==> config.mk <==
export PLATFORM = sky130hd
export DESIGN_NAME = esm_monitor
export DESIGN_NICKNAME = d
export VERILOG_FILES = /design/src/rtl/esm_pkg.sv /design/src/rtl/esm_monitor.sv
export SDC_FILE = /design/constraint.sdc
export NUM_CORES = 1
export LEC_CHECK = 0
export BUFFER_PORTS_ARGS = -buffer_cell sky130_fd_sc_hd__buf_2
export CORE_ASPECT_RATIO = 2
export CORE_MARGIN = 5
export CORE_UTILIZATION = 40
export DETAILED_ROUTE_END_ITERATION = 8
export HOLD_SLACK_MARGIN = 0.05
export REMOVE_ABC_BUFFERS = 1
export SETUP_SLACK_MARGIN = 0.4
export SLEW_MARGIN = 20
export SYNTH_ARGS = -nofsm -noshare
export SYNTH_HDL_FRONTEND = slang
export SYNTH_SLANG_ARGS = --single-unit
==> constraint.sdc <==
create_clock -name hclk -period 14.2 [get_ports hclk]
set_input_delay 2.84 -clock hclk [delete_from_list [all_inputs] [get_ports hclk]]
set_output_delay 2.84 -clock hclk [all_outputs]
set_load 0.01 [all_outputs]
==> src/rtl/esm_pkg.sv <==
package esm_pkg;

	// ----------------------------------------------------------------
	// Register map (byte addresses)
	// ----------------------------------------------------------------
	localparam logic [7:0] ADDR_FIRST_CONFIG_REGISTER = 8'h00;
	localparam logic [7:0] ADDR_STAT = 8'h04;
	localparam logic [7:0] ADDR_POS = 8'h08;
	localparam logic [7:0] ADDR_CMD = 8'h0c;
	localparam logic [7:0] ADDR_INTERPOLATION_FACTOR = 8'h10;

	// ----------------------------------------------------------------
	// Reset values and writable bits
	// ----------------------------------------------------------------
	localparam logic [31:0] FIRST_CONFIG_REGISTER_RESET = 32'h0000_0000;
	localparam logic [31:0] FIRST_CONFIG_REGISTER_WMASK = 32'h7f7f_0337;
	localparam logic [13:0] INTERPOLATION_FACTOR_RESET = 14'h0400;
	localparam int CMD_CLEAR_BIT = 0;

	// ----------------------------------------------------------------
	// Monitor groups (one mask and one latch bit each) and sources
	// ----------------------------------------------------------------
	localparam int NUM_GRP = 7;
	localparam int G_VLOW = 0;
	localparam int G_ADC = 1;
	localparam int G_OFF = 2;
	localparam int G_GAIN = 3;
	localparam int G_FAST = 4;
	localparam int G_ABZ = 5;
	localparam int G_NON = 6;
	localparam int NUM_SRC = 10;
	localparam int S_VLOW = 0;
	localparam int S_SADC = 1;
	localparam int S_CADC = 2;
	localparam int S_SOFF = 3;
	localparam int S_COFF = 4;
	localparam int S_SGAIN = 5;
	localparam int S_CGAIN = 6;
	localparam int S_FAST = 7;
	localparam int S_ABZ = 8;
	localparam int S_NON = 9;
	localparam int SRC_GRP [NUM_SRC] = '{0, 1, 1, 2, 2, 3, 3, 4, 5, 6};
	// Sources feeding the serial warning and error bits; square-wave invalid feeds neither.
	localparam logic [9:0] WARN_SET = 10'h078;
	localparam logic [9:0] ERR_SET = 10'h287;

	// ----------------------------------------------------------------
	// Frequency and amplitude limits
	// ----------------------------------------------------------------
	localparam logic [31:0] COUNTER_DIV = 32'h0000_0118;
	localparam logic [31:0] NONIUS_DIV = 32'h0000_00c6;
	localparam logic [31:0] ABZ_MARGIN_NUM = 32'h0000_0009;
	localparam logic [31:0] ABZ_MARGIN_DEN = 32'h0000_000a;
	localparam logic [31:0] VLOW_PCT = 32'h0000_001e;
	localparam logic [31:0] PCT_FULL = 32'h0000_0064;

	// ----------------------------------------------------------------
	// Types
	// ----------------------------------------------------------------
	typedef struct packed {
		logic spare_hi;
		logic [6:0] latch;
		logic spare_mid;
		logic [6:0] mask;
		logic [5:0] rsv_hi;
		logic tri_on_fault;
		logic freeze_outputs_on_fault;
		logic [1:0] rsv_mid;
		logic [1:0] output_rate_divider;
		logic rsv_lo;
		logic [2:0] edge_spacing_setting;
	} esm_cfg_t;

	typedef struct packed {
		logic a;
		logic b;
		logic z;
	} esm_sq_t;

endpackage

==> src/rtl/esm_monitor.sv <==
`timescale 1ns/1ps
// Notes on behaviour
// - Nonius check enabled: flag result above oscillator frequency over 198.
// - Speed check: flag when input exceeds oscillator frequency over 280.
// - Square-wave limit is 0.9 times oscillator over edge spacing times output rate.
// - Each monitoring group is gated by its own mask bit in config; sine and cosine sources share one.
// - Latch bit set holds flag after condition ends; clear follows live condition.
// - Fault pin goes low when any enabled flag is present.
// - Freeze bit holds square-wave outputs while a fault is present.
// - High-impedance bit turns off square-wave drivers while a fault is present.
// - Clear command or counter load pulse clears latched flags.
// - Vector below 30 percent of nominal raises low-vector error.
// - Overdrive has sine and cosine bits, one mask, one latch, serial error.
// - Offset limit has sine and cosine bits and reports a serial warning.
// - Gain limit has sine and cosine bits and reports a serial warning.
// - Overspeed is a serial error, gated by the speed check enable.
// - Square-wave invalid set on excess frequency or rate/spacing change; not serial.
// - Implausible absolute result is a serial error, gated by its check enable.
// - Serial streams carry one warning and one error bit.
// - Faults show in status register; serial-error faults also as error bit in position register.
// - Edge spacing is 1 to 128 oscillator periods by a three-bit field.
module esm_monitor #(
	parameter logic [15:0] NOMINAL_AMPL = 16'h4000
) (
	// AHB-Lite slave
	input wire logic hclk,
	input wire logic hresetn,
	input wire logic hsel,
	input wire logic [31:0] haddr,
	input wire logic [1:0] htrans,
	input wire logic hwrite,
	input wire logic [2:0] hsize,
	input wire logic [31:0] hwdata,
	input wire logic hready,
	output logic [31:0] hrdata,
	output logic hreadyout,
	output logic hresp,
	// Conditions from the analog front end and controllers
	input wire logic [15:0] vector_mag,
	input wire logic sin_overdrive,
	input wire logic cos_overdrive,
	input wire logic sin_offset_lim,
	input wire logic cos_offset_lim,
	input wire logic sin_gain_lim,
	input wire logic cos_gain_lim,
	input wire logic abs_implausible,
	input wire logic [23:0] period_cycles,
	input wire logic period_valid,
	input wire logic [30:0] abs_position,
	input wire logic counter_load_pulse,
	// Square waves from the interpolator and to the pins
	input wire esm_pkg::esm_sq_t sq_in,
	output esm_pkg::esm_sq_t sq_out,
	output esm_pkg::esm_sq_t sq_oe,
	// Fault reporting
	output logic fault_out_n,
	output logic serial_warning,
	output logic serial_error
);

	// ----------------------------------------------------------------
	// State
	// ----------------------------------------------------------------
	esm_pkg::esm_cfg_t cfg_reg, cfg_next;
	logic [13:0] interpolation_factor_reg, interpolation_factor_next;
	logic [9:0] flag_reg, flag_next;
	logic chg_reg, chg_next;
	logic clr_reg, clr_next;
	logic wr_pend_reg, wr_pend_next;
	logic [7:0] wr_addr_reg, wr_addr_next;
	logic [31:0] hrdata_reg, hrdata_next;
	esm_pkg::esm_sq_t sq_out_reg, sq_out_next;
	esm_pkg::esm_sq_t sq_oe_reg, sq_oe_next;
	logic fault_n_reg, fault_n_next;
	logic warn_reg, warn_next;
	logic err_reg, err_next;

	logic [9:0] live;
	logic [31:0] period32;
	logic [31:0] n_square_wave_output_rate;
	logic vec_low, over_cnt, over_non, over_abz, fault_any, addr_ok, clr_any;

	// ----------------------------------------------------------------
	// Bus slave
	// ----------------------------------------------------------------
	// Zero wait states: read data is picked in the address phase so that it
	// stands from a flip-flop through the data phase. Writes land at the end
	// of the data phase, so a read right after a write sees the old value.
	always_comb begin
		addr_ok = hsel && htrans[1] && hready;
		wr_pend_next = addr_ok && hwrite;
		wr_addr_next = haddr[7:0];
		hrdata_next = hrdata_reg;
		if (addr_ok && !hwrite) begin
			unique case (haddr[7:0])
				esm_pkg::ADDR_FIRST_CONFIG_REGISTER: hrdata_next = cfg_reg;
				esm_pkg::ADDR_STAT: hrdata_next = {22'h000000, flag_reg};
				esm_pkg::ADDR_POS: hrdata_next = {|(flag_reg & esm_pkg::ERR_SET), abs_position};
				esm_pkg::ADDR_INTERPOLATION_FACTOR: hrdata_next = {18'h00000, interpolation_factor_reg};
				default: hrdata_next = 32'h0000_0000;
			endcase
		end
	end

	always_ff @(posedge hclk or negedge hresetn) begin
		if (!hresetn) begin
			wr_pend_reg <= 1'b0;
			wr_addr_reg <= 8'h00;
			hrdata_reg <= 32'h0000_0000;
		end else begin
			wr_pend_reg <= wr_pend_next;
			wr_addr_reg <= wr_addr_next;
			hrdata_reg <= hrdata_next;
		end
	end

	// ----------------------------------------------------------------
	// Configuration and command registers
	// ----------------------------------------------------------------
	// A write that alters the rate or the edge spacing leaves the square
	// waves briefly inconsistent, so it is reported as an event.
	always_comb begin
		cfg_next = cfg_reg;
		interpolation_factor_next = interpolation_factor_reg;
		chg_next = 1'b0;
		clr_next = 1'b0;
		if (wr_pend_reg) begin
			if (wr_addr_reg == esm_pkg::ADDR_FIRST_CONFIG_REGISTER) begin
				cfg_next = hwdata & esm_pkg::FIRST_CONFIG_REGISTER_WMASK;
				chg_next = (hwdata[5:0] & 6'h37) != (cfg_reg[5:0] & 6'h37);
			end
			if (wr_addr_reg == esm_pkg::ADDR_INTERPOLATION_FACTOR) begin
				interpolation_factor_next = hwdata[13:0];
				chg_next = hwdata[13:0] != interpolation_factor_reg;
			end
			if (wr_addr_reg == esm_pkg::ADDR_CMD) begin
				clr_next = hwdata[esm_pkg::CMD_CLEAR_BIT];
			end
		end
	end

	always_ff @(posedge hclk or negedge hresetn) begin
		if (!hresetn) begin
			cfg_reg <= esm_pkg::FIRST_CONFIG_REGISTER_RESET;
			interpolation_factor_reg <= esm_pkg::INTERPOLATION_FACTOR_RESET;
			chg_reg <= 1'b0;
			clr_reg <= 1'b0;
		end else begin
			cfg_reg <= cfg_next;
			interpolation_factor_reg <= interpolation_factor_next;
			chg_reg <= chg_next;
			clr_reg <= clr_next;
		end
	end

	// ----------------------------------------------------------------
	// Live conditions
	// ----------------------------------------------------------------
	// The edge spacing is 2 to the power of the setting (1..128 periods),
	// and the output rate is the interpolation rate shifted down by the divider.
	always_comb begin
		period32 = {8'h00, period_cycles};
		n_square_wave_output_rate = ({18'h00000, interpolation_factor_reg} >> cfg_reg.output_rate_divider) << cfg_reg.edge_spacing_setting;
		vec_low = ({16'h0000, vector_mag} * esm_pkg::PCT_FULL) < ({16'h0000, NOMINAL_AMPL} * esm_pkg::VLOW_PCT);
		over_cnt = period_valid && (period32 < esm_pkg::COUNTER_DIV);
		over_non = period_valid && (period32 < esm_pkg::NONIUS_DIV);
		over_abz = period_valid && ((period32 * esm_pkg::ABZ_MARGIN_NUM) < (n_square_wave_output_rate * esm_pkg::ABZ_MARGIN_DEN));
		live[esm_pkg::S_VLOW] = vec_low;
		live[esm_pkg::S_SADC] = sin_overdrive;
		live[esm_pkg::S_CADC] = cos_overdrive;
		live[esm_pkg::S_SOFF] = sin_offset_lim;
		live[esm_pkg::S_COFF] = cos_offset_lim;
		live[esm_pkg::S_SGAIN] = sin_gain_lim;
		live[esm_pkg::S_CGAIN] = cos_gain_lim;
		live[esm_pkg::S_FAST] = over_cnt;
		live[esm_pkg::S_ABZ] = over_abz || chg_reg;
		live[esm_pkg::S_NON] = abs_implausible || over_non;
		clr_any = clr_reg || counter_load_pulse;
	end

	// ----------------------------------------------------------------
	// Fault flags
	// ----------------------------------------------------------------
	// A live condition wins over a clear in the same cycle, so no event is lost.
	genvar gi;
	generate
		for (gi = 0; gi < esm_pkg::NUM_SRC; gi++) begin : g_flag
			assign flag_next[gi] = cfg_reg.mask[esm_pkg::SRC_GRP[gi]] &&
				(live[gi] || (cfg_reg.latch[esm_pkg::SRC_GRP[gi]] && flag_reg[gi] && !clr_any));
		end
	endgenerate

	always_ff @(posedge hclk or negedge hresetn) begin
		if (!hresetn) begin
			flag_reg <= 10'h000;
		end else begin
			flag_reg <= flag_next;
		end
	end

	// ----------------------------------------------------------------
	// Outputs: fault pin, serial bits, square-wave gating
	// ----------------------------------------------------------------
	always_comb begin
		fault_any = |flag_reg;
		fault_n_next = !fault_any;
		warn_next = |(flag_reg & esm_pkg::WARN_SET);
		err_next = |(flag_reg & esm_pkg::ERR_SET);
		sq_out_next = (fault_any && cfg_reg.freeze_outputs_on_fault) ? sq_out_reg : sq_in;
		sq_oe_next = (fault_any && cfg_reg.tri_on_fault) ? 3'b000 : 3'b111;
	end

	always_ff @(posedge hclk or negedge hresetn) begin
		if (!hresetn) begin
			fault_n_reg <= 1'b1;
			warn_reg <= 1'b0;
			err_reg <= 1'b0;
			sq_out_reg <= 3'b000;
			sq_oe_reg <= 3'b000;
		end else begin
			fault_n_reg <= fault_n_next;
			warn_reg <= warn_next;
			err_reg <= err_next;
			sq_out_reg <= sq_out_next;
			sq_oe_reg <= sq_oe_next;
		end
	end

	assign hrdata = hrdata_reg;
	assign hreadyout = hresetn;
	assign hresp = 1'b0;
	assign sq_out = sq_out_reg;
	assign sq_oe = sq_oe_reg;
	assign fault_out_n = fault_n_reg;
	assign serial_warning = warn_reg;
	assign serial_error = err_reg;

	// ----------------------------------------------------------------
	// Checks
	// ----------------------------------------------------------------
	AST_MASK_OFF: assert property (@(posedge hclk) disable iff (!hresetn)
		!cfg_reg.mask[esm_pkg::G_ADC] |=> !flag_reg[esm_pkg::S_SADC] && !flag_reg[esm_pkg::S_CADC])
		else $error("Masked overdrive source raised a flag.");

	AST_LATCH_HOLD: assert property (@(posedge hclk) disable iff (!hresetn)
		cfg_reg.mask[esm_pkg::G_VLOW] && cfg_reg.latch[esm_pkg::G_VLOW] && flag_reg[esm_pkg::S_VLOW]
		&& !clr_any && cfg_next.mask[esm_pkg::G_VLOW] |=> flag_reg[esm_pkg::S_VLOW] [*1])
		else $error("Latched low-vector flag was lost.");

	AST_FOLLOW_LIVE: assert property (@(posedge hclk) disable iff (!hresetn)
		!cfg_reg.latch[esm_pkg::G_FAST] && !live[esm_pkg::S_FAST] |=> !flag_reg[esm_pkg::S_FAST])
		else $error("Unlatched overspeed flag did not follow the condition.");

	AST_FAULT_PIN: assert property (@(posedge hclk) disable iff (!hresetn)
		live[esm_pkg::S_SOFF] && cfg_reg.mask[esm_pkg::G_OFF] |=> ##1 !fault_out_n && serial_warning)
		else $error("Offset limit did not reach the fault pin and warning bit.");

	AST_FREEZE: assert property (@(posedge hclk) disable iff (!hresetn)
		fault_any && cfg_reg.freeze_outputs_on_fault |=> sq_out == $past(sq_out))
		else $error("Square-wave outputs moved during a fault with freeze set.");

	AST_HIGHZ: assert property (@(posedge hclk) disable iff (!hresetn)
		fault_any && cfg_reg.tri_on_fault |=> sq_oe == 3'b000)
		else $error("Square-wave drivers stayed on during a fault.");

	AST_CLEAR: assert property (@(posedge hclk) disable iff (!hresetn)
		clr_any && live == 10'h000 |=> flag_reg == 10'h000 ##1 fault_out_n)
		else $error("Clear did not remove the flags and release the pin.");

	AST_VLOW: assert property (@(posedge hclk) disable iff (!hresetn)
		vec_low && cfg_reg.mask[esm_pkg::G_VLOW] |=> flag_reg[esm_pkg::S_VLOW] ##1 serial_error)
		else $error("Low vector was not reported as an error.");

	AST_SPEED: assert property (@(posedge hclk) disable iff (!hresetn)
		period_valid && period_cycles < 24'h000118 && cfg_reg.mask[esm_pkg::G_FAST] |=> flag_reg[esm_pkg::S_FAST])
		else $error("Overspeed below 280 cycles per period was missed.");

	AST_RATE_CHG: assert property (@(posedge hclk) disable iff (!hresetn)
		wr_pend_reg && wr_addr_reg == esm_pkg::ADDR_INTERPOLATION_FACTOR && hwdata[13:0] != interpolation_factor_reg
		&& cfg_reg.mask[esm_pkg::G_ABZ] && cfg_next.mask[esm_pkg::G_ABZ] |=> ##1 flag_reg[esm_pkg::S_ABZ])
		else $error("Rate change did not flag the square waves invalid.");

	AST_ABZ_SILENT: assert property (@(posedge hclk) disable iff (!hresetn)
		flag_reg == (10'h001 << esm_pkg::S_ABZ) |=> !serial_error && !serial_warning)
		else $error("Square-wave invalid leaked into the serial bits.");

endmodule

Yosys cells after proc, flatten, opt, wreduce, memory -nomap -nowiden
Index checks and enable logic that the tools add are counted.
- flip-flop bits (word level): 97
- input bits: 157
- word-level logic and storage cells: 107
- reduce and logical (&&, ||, !) cells: 62
- mux-type cells: 7
- shifts and indexed selects: 2
- equal/unequal tests: 7
- order comparisons: 4
- multiply operators: 3
- operators with widths (cell ; number):
    32-bit one-hot mux with 4 select lines ; 1
    1-bit logical AND ; 39
    28-bit by 32-bit < comparator with 1-bit output ; 1
    32-bit by 3-bit multiplier with 31-bit output, second input constant ; 1
    32-bit by 3-bit << shifter with 32-bit output ; 1
    14-bit by 2-bit >> shifter with 32-bit output ; 1
    24-bit by 4-bit multiplier with 28-bit output, second input constant ; 1
    24-bit by 8-bit < comparator with 1-bit output, second input constant ; 1
    24-bit by 9-bit < comparator with 1-bit output, second input constant ; 1
    23-bit by 19-bit < comparator with 1-bit output, second input constant ; 1
    16-bit by 5-bit multiplier with 21-bit output, second input constant ; 1
    8-bit by 4-bit == test with 1-bit output, second input constant ; 2
    8-bit by 5-bit == test with 1-bit output, second input constant ; 2
    8-bit zero test ; 2
    14-bit != test ; 1
    1-bit logical OR ; 13
    10-bit OR reduction ; 1
    8-bit by 3-bit == test with 1-bit output, second input constant ; 1
    1-bit two-way mux ; 5
    5-bit != test ; 1
    5-bit OR reduction ; 1
    2-bit AND reduction ; 2
    4-bit OR reduction ; 1
    1-bit zero test ; 3
    3-bit two-way mux ; 1

Depth between registers and ports, before layout
- depth in word-level cells: 8
- gate-level depth with buffers: 27
- depth with buffers taken out: 26

Worst setup path after synthesis
No wires, ideal clock.
- path kind: input -> register
- from: in period_cycles[1]
- to: reg flag_reg[8]
- arrival: 6272 ps
- path buffers: 0
- data required time: 14134 ps
- stages on the path: 20
- path slack: 7862 ps
- cells stage by stage: ha_1 ha_1 inv_1 fa_1 nor2b_1 o31a_1 o211ai_1 o2111ai_1 a21oi_2 o21ai_2 a311oi_1 xnor2_1 ha_1 nand3_1 or3_1 nor2_1 a2111oi_0 o21ai_0 nor3_1 a41o_1
- cells in the longest elaborated chain, start to end: 6
- RTL lines (what ; RTL line ; source):
    start, declared ; esm_monitor.sv:47 ; input wire logic [23:0] period_cycles,
    24-bit by 4-bit multiplier with 28-bit output ; esm_monitor.sv:167 ; over_abz = period_valid && ((period32 * esm_pkg::ABZ_MARGIN_NUM) < (n_square_wave_output_rate * esm_pkg::ABZ_M ...
    28-bit by 32-bit < comparator with 1-bit output ; esm_monitor.sv:167 ;
    1-bit logical AND ; esm_monitor.sv:167 ;
    1-bit logical OR ; esm_monitor.sv:176 ; live[esm_pkg::S_ABZ] = over_abz || chg_reg;
    1-bit logical OR ; esm_monitor.sv:189 ; (live[gi] || (cfg_reg.latch[esm_pkg::SRC_GRP[gi]] && flag_reg[gi] && !clr_any));
    1-bit logical AND ; esm_monitor.sv:188 ; assign flag_next[gi] = cfg_reg.mask[esm_pkg::SRC_GRP[gi]] &&
    named net flag_next[8] ; esm_monitor.sv:66 ; logic [9:0] flag_reg, flag_next;
    end signal, assigned ; esm_monitor.sv:197 ; flag_reg <= flag_next;
    end, declared ; esm_monitor.sv:66 ;
The timed path passes the listed nets, and every way through them passes these cells.
A chain may end at the register's enable or synchronous reset.

Final worst setup path
Same ends and word-level chain as after synthesis.

==> flow_summary_export.csv <==
group,metric,value,unit
clocking,cts_tree,"done",
floorplan,ios,200,
critical_path,r2r_cells,24,
placement,numPortBuffers,166,
yosys,async_reset_ff_share,100,%
placement,pre_cts_ws,6.93,ns
floorplan,die_w,117,µm
finish,largest_register_ffs,32,
worst_hold_path,hold_path.class,"reg2reg",
power_and_ir_drop,total_power,938,µW
yosys,ys_seq_elements,95,
route,routed_wl,25800,µm
yosys,synth.area.top_cells,"dfrtp_1 (26%), ha_1 (20%), mux2_2 (6.3%), o21ai_0 (3.8%), xnor2_1 (3.8%)",
global_routing,antenna_found_initial,5,
sta,setup_viol,0,
sta,rsz0062_at_grt,"no",
yosys,syn_area,9100,µm²
power_and_ir_drop,peakVddDrop,0.0771,mV
sta,fmax,147,MHz
sta,post-route-period-util,47.9,%
global_routing,grt_pass1_wl,40900,µm
placement,globalplace.congestion,0.831,
critical_path,r2r_end,"flag_reg[8]",
route,ant_nets,0,
clocking,cts_sinks,95,
placement,hpwl,21200,µm
critical_path,cp-end-kind,"flop",
critical_path,cp_num_cells,19,
power_and_ir_drop,cellPowerDensity,89.7,nW/µm²
clocking,ctsResizeCount,0,
route,wl_per_cell,18.2,µm
clocking,root_buffer,"clkbuf_16",
critical_path,crit_top_cell,"ha_1",
clocking,clock_path_buffers,2,
yosys,syn-mean-instance-area,9.30,µm²
finish,nets,1445,
sta,finalHoldWorstSlack,0.458,ns
job,cap_violations,0,
global_routing,met1_usage,19.5,%
critical_path,cp_top_family,"compound AO/OA/AOI/OAI gates",
global_routing,grt_max_degree,56,
route,dr.pass1.iters,4,
critical_path,path_buf_inv,2,
finish,area_growth_syn_to_layout,14.8,%
critical_path,startpoint,"period_cycles[1]",
global_routing,grt_use_met2,40.3,%
yosys,synthCells,979,
yosys,synth-seq-area-share,26.1,%
floorplan,chipHeight,223,µm
critical_path,reg2reg_slack,7.89,ns
sta,fin_crit,6.81,ns
clocking,postCtsSetupBuffers,0,
critical_path,cp.arrival,7.05,ns
route,first_iter_violations,340,
worst_hold_path,min_from,"cfg_reg[9]",
sta,tightest_slew,1.02,ns
floorplan,die_area,26100,µm²
clocking,cts_hold_buf,0,
critical_path,worstSetupStartpointType,"primary input",
sta,fin_setup_tns,0,ns
placement,place_area,10200,µm²
sta,finalWorstSetupSlack,7.39,ns
critical_path,path_class,"in2reg",
global_routing,top_usage_layer,"met2",
floorplan,core,22500,µm²
clocking,htree_levels,3,
finish,design_area,10500,µm²
yosys,synth_flop_cell,"dfrtp_1",
status,status,"finished, final reports clean",
yosys,synth_top_area_share,25.6,%
clocking,clk_pin_slew,0.07,ns
critical_path,path_cells,"buf_2 > ha_1 > ha_1 > inv_1 > fa_1 > nor2b_1 > o31a_1 > o211ai_1 > o2111ai_1 > a21oi_2 > o21ai_2 > a311oi_1 > xnor2_1 > ha_1 > nand3_1 > or3_1 > nor3_1 > nor3_1 > a41o_1",
finish,final_cell_mix,"buf_2 (165), ha_1 (149), dfrtp_1 (93), nand2_1 (75), inv_1 (70)",
sta,finClkSkew,0.0108,ns
route,vias_per_cell,5.55,
clocking,clock_latency,0.36,ns
finish,drive_gt1_share,23.0,%
critical_path,max_stage_delay,0.42,ns
critical_path,required,14.44,ns
worst_hold_path,worstHoldEndpoint,"sq_oe[2]",
sta,final_hold_viol_count,0,
clocking,numCtsBuffers,9,
route,drc_errors,0,
finish,final_common_cell,"buf_2",
floorplan,start_util,40.4,%
global_routing,gr-total-overflow,0,
critical_path,r2r-start,"cfg_reg[4]",
yosys,yosysTopAreaCell,"dfrtp_1",
route,vias,7842,
critical_path,slowest_stage,"or3_1",
sta,slew_headroom,31.7,%
yosys,ys_types,78,
yosys,synth_edf_count,0,
worst_hold_path,holdPathStages,1,
floorplan,num_rows,78,
yosys,yosys_warnings,0,
global_routing,grt_pass1_vias,8279,
global_routing,use_met3,3.37,%
power_and_ir_drop,p_leak,0.00515,µW
sta,finalMaxSlewViolations,0,
global_routing,track_usage,20.2,%
critical_path,critPathMaxFanout,5,
## power breakdown
part | leakage [µW] | switching [µW] | internal, µW | total [µW]
Combinational | 0.00383 | 221 | 189 | 410
Sequential | 0.00120 | 15.9 | 281 | 297
Clock | 0.000126 | 111 | 120 | 231
Total | 0.00515 | 348 | 590 | 938
## through the flow
step	utilization [%]	std cells
2_1_floorplan	-	944
3_3_place_gp	45.1	1396
3_5_place_dp	45.1	1396
4_1_cts	46.4	1412
5_1_grt	46.4	1413
6_report	46.4	1413
## synth_stat cells, drive strengths merged (7+ instances only)
cell	n
a221oi	7
nand2b	13
nor2b	16
xnor2	39
nand2	75
or3	7
inv	70
a22oi	20
xor2	21
ha	149
mux2i	31
o21ai	71
nor2	42
dfrtp	93
mux2	51
nand4	15
o21a	8
a22o	9
buf	19
a31oi	13
a21o	17
nor4	8
nor3	15
clkbuf	16
a21oi	55
nand3	8
fa	12
## logic make-up after synthesis
kind of cell               share of synthesized area, %
AOI/OAI and AO/OA                                  18.0
adders and majority gates                          23.1
buffers and inverters                              4.69
xor gates and xnor gates                           5.77
DFF                                                26.1
muxes                                              9.97
and+or+nand+nor                                    12.3
other                                            0.0412
## worst max-delay path by stage
stage,end
2_1_floorplan,flag_reg[8]
3_3_place_gp,flag_reg[8]
3_5_place_dp,flag_reg[8]
4_1_cts,flag_reg[8]
5_1_grt,flag_reg[8]
6_report,flag_reg[8]
## worst register-to-register path, stage by stage, from the launching register on
cell	delay [ns]
dfrtp_1	0.91
mux2_2	0.43
mux2i_1	0.22
nor2_1	0.06
nor2_1	0.27
mux2_2	0.27
mux2i_1	0.12
ha_1	0.34
ha_1	0.35
a21o_1	0.19
a21o_1	0.20
or3_1	0.30
o21ba_2	0.24
a31oi_4	0.26
o211ai_2	0.12
a31oi_2	0.23
a2bb2oi_1	0.20
ha_1	0.27
nand3_1	0.13
or3_1	0.16
nor2_1	0.07
a2111oi_0	0.33
o21ai_0	0.17
nor3_1	0.20
a41o_1	0.21
## routing by layer
metal  vias up  part of all wire [%]  routed length [µm]
met3        33                   4.1                1050
li1       3865                     -                   -
met2       152                    58               14900
met1      3784                    35                8910
met4         8                   3.2                 828
met5         -                  0.19                  48
## area by class of cell
class	instances	area (µm²)
antenna	1	2.50
clock buffer	10	229
clock inverter	6	45.0
fill	2257	12100
inverter	71	267
multi-input combinational	778	6300
sequential	95	2380
tap	280	350
timing repair buffer	172	878
Note: power is estimated with default switching activity, not from simulation.
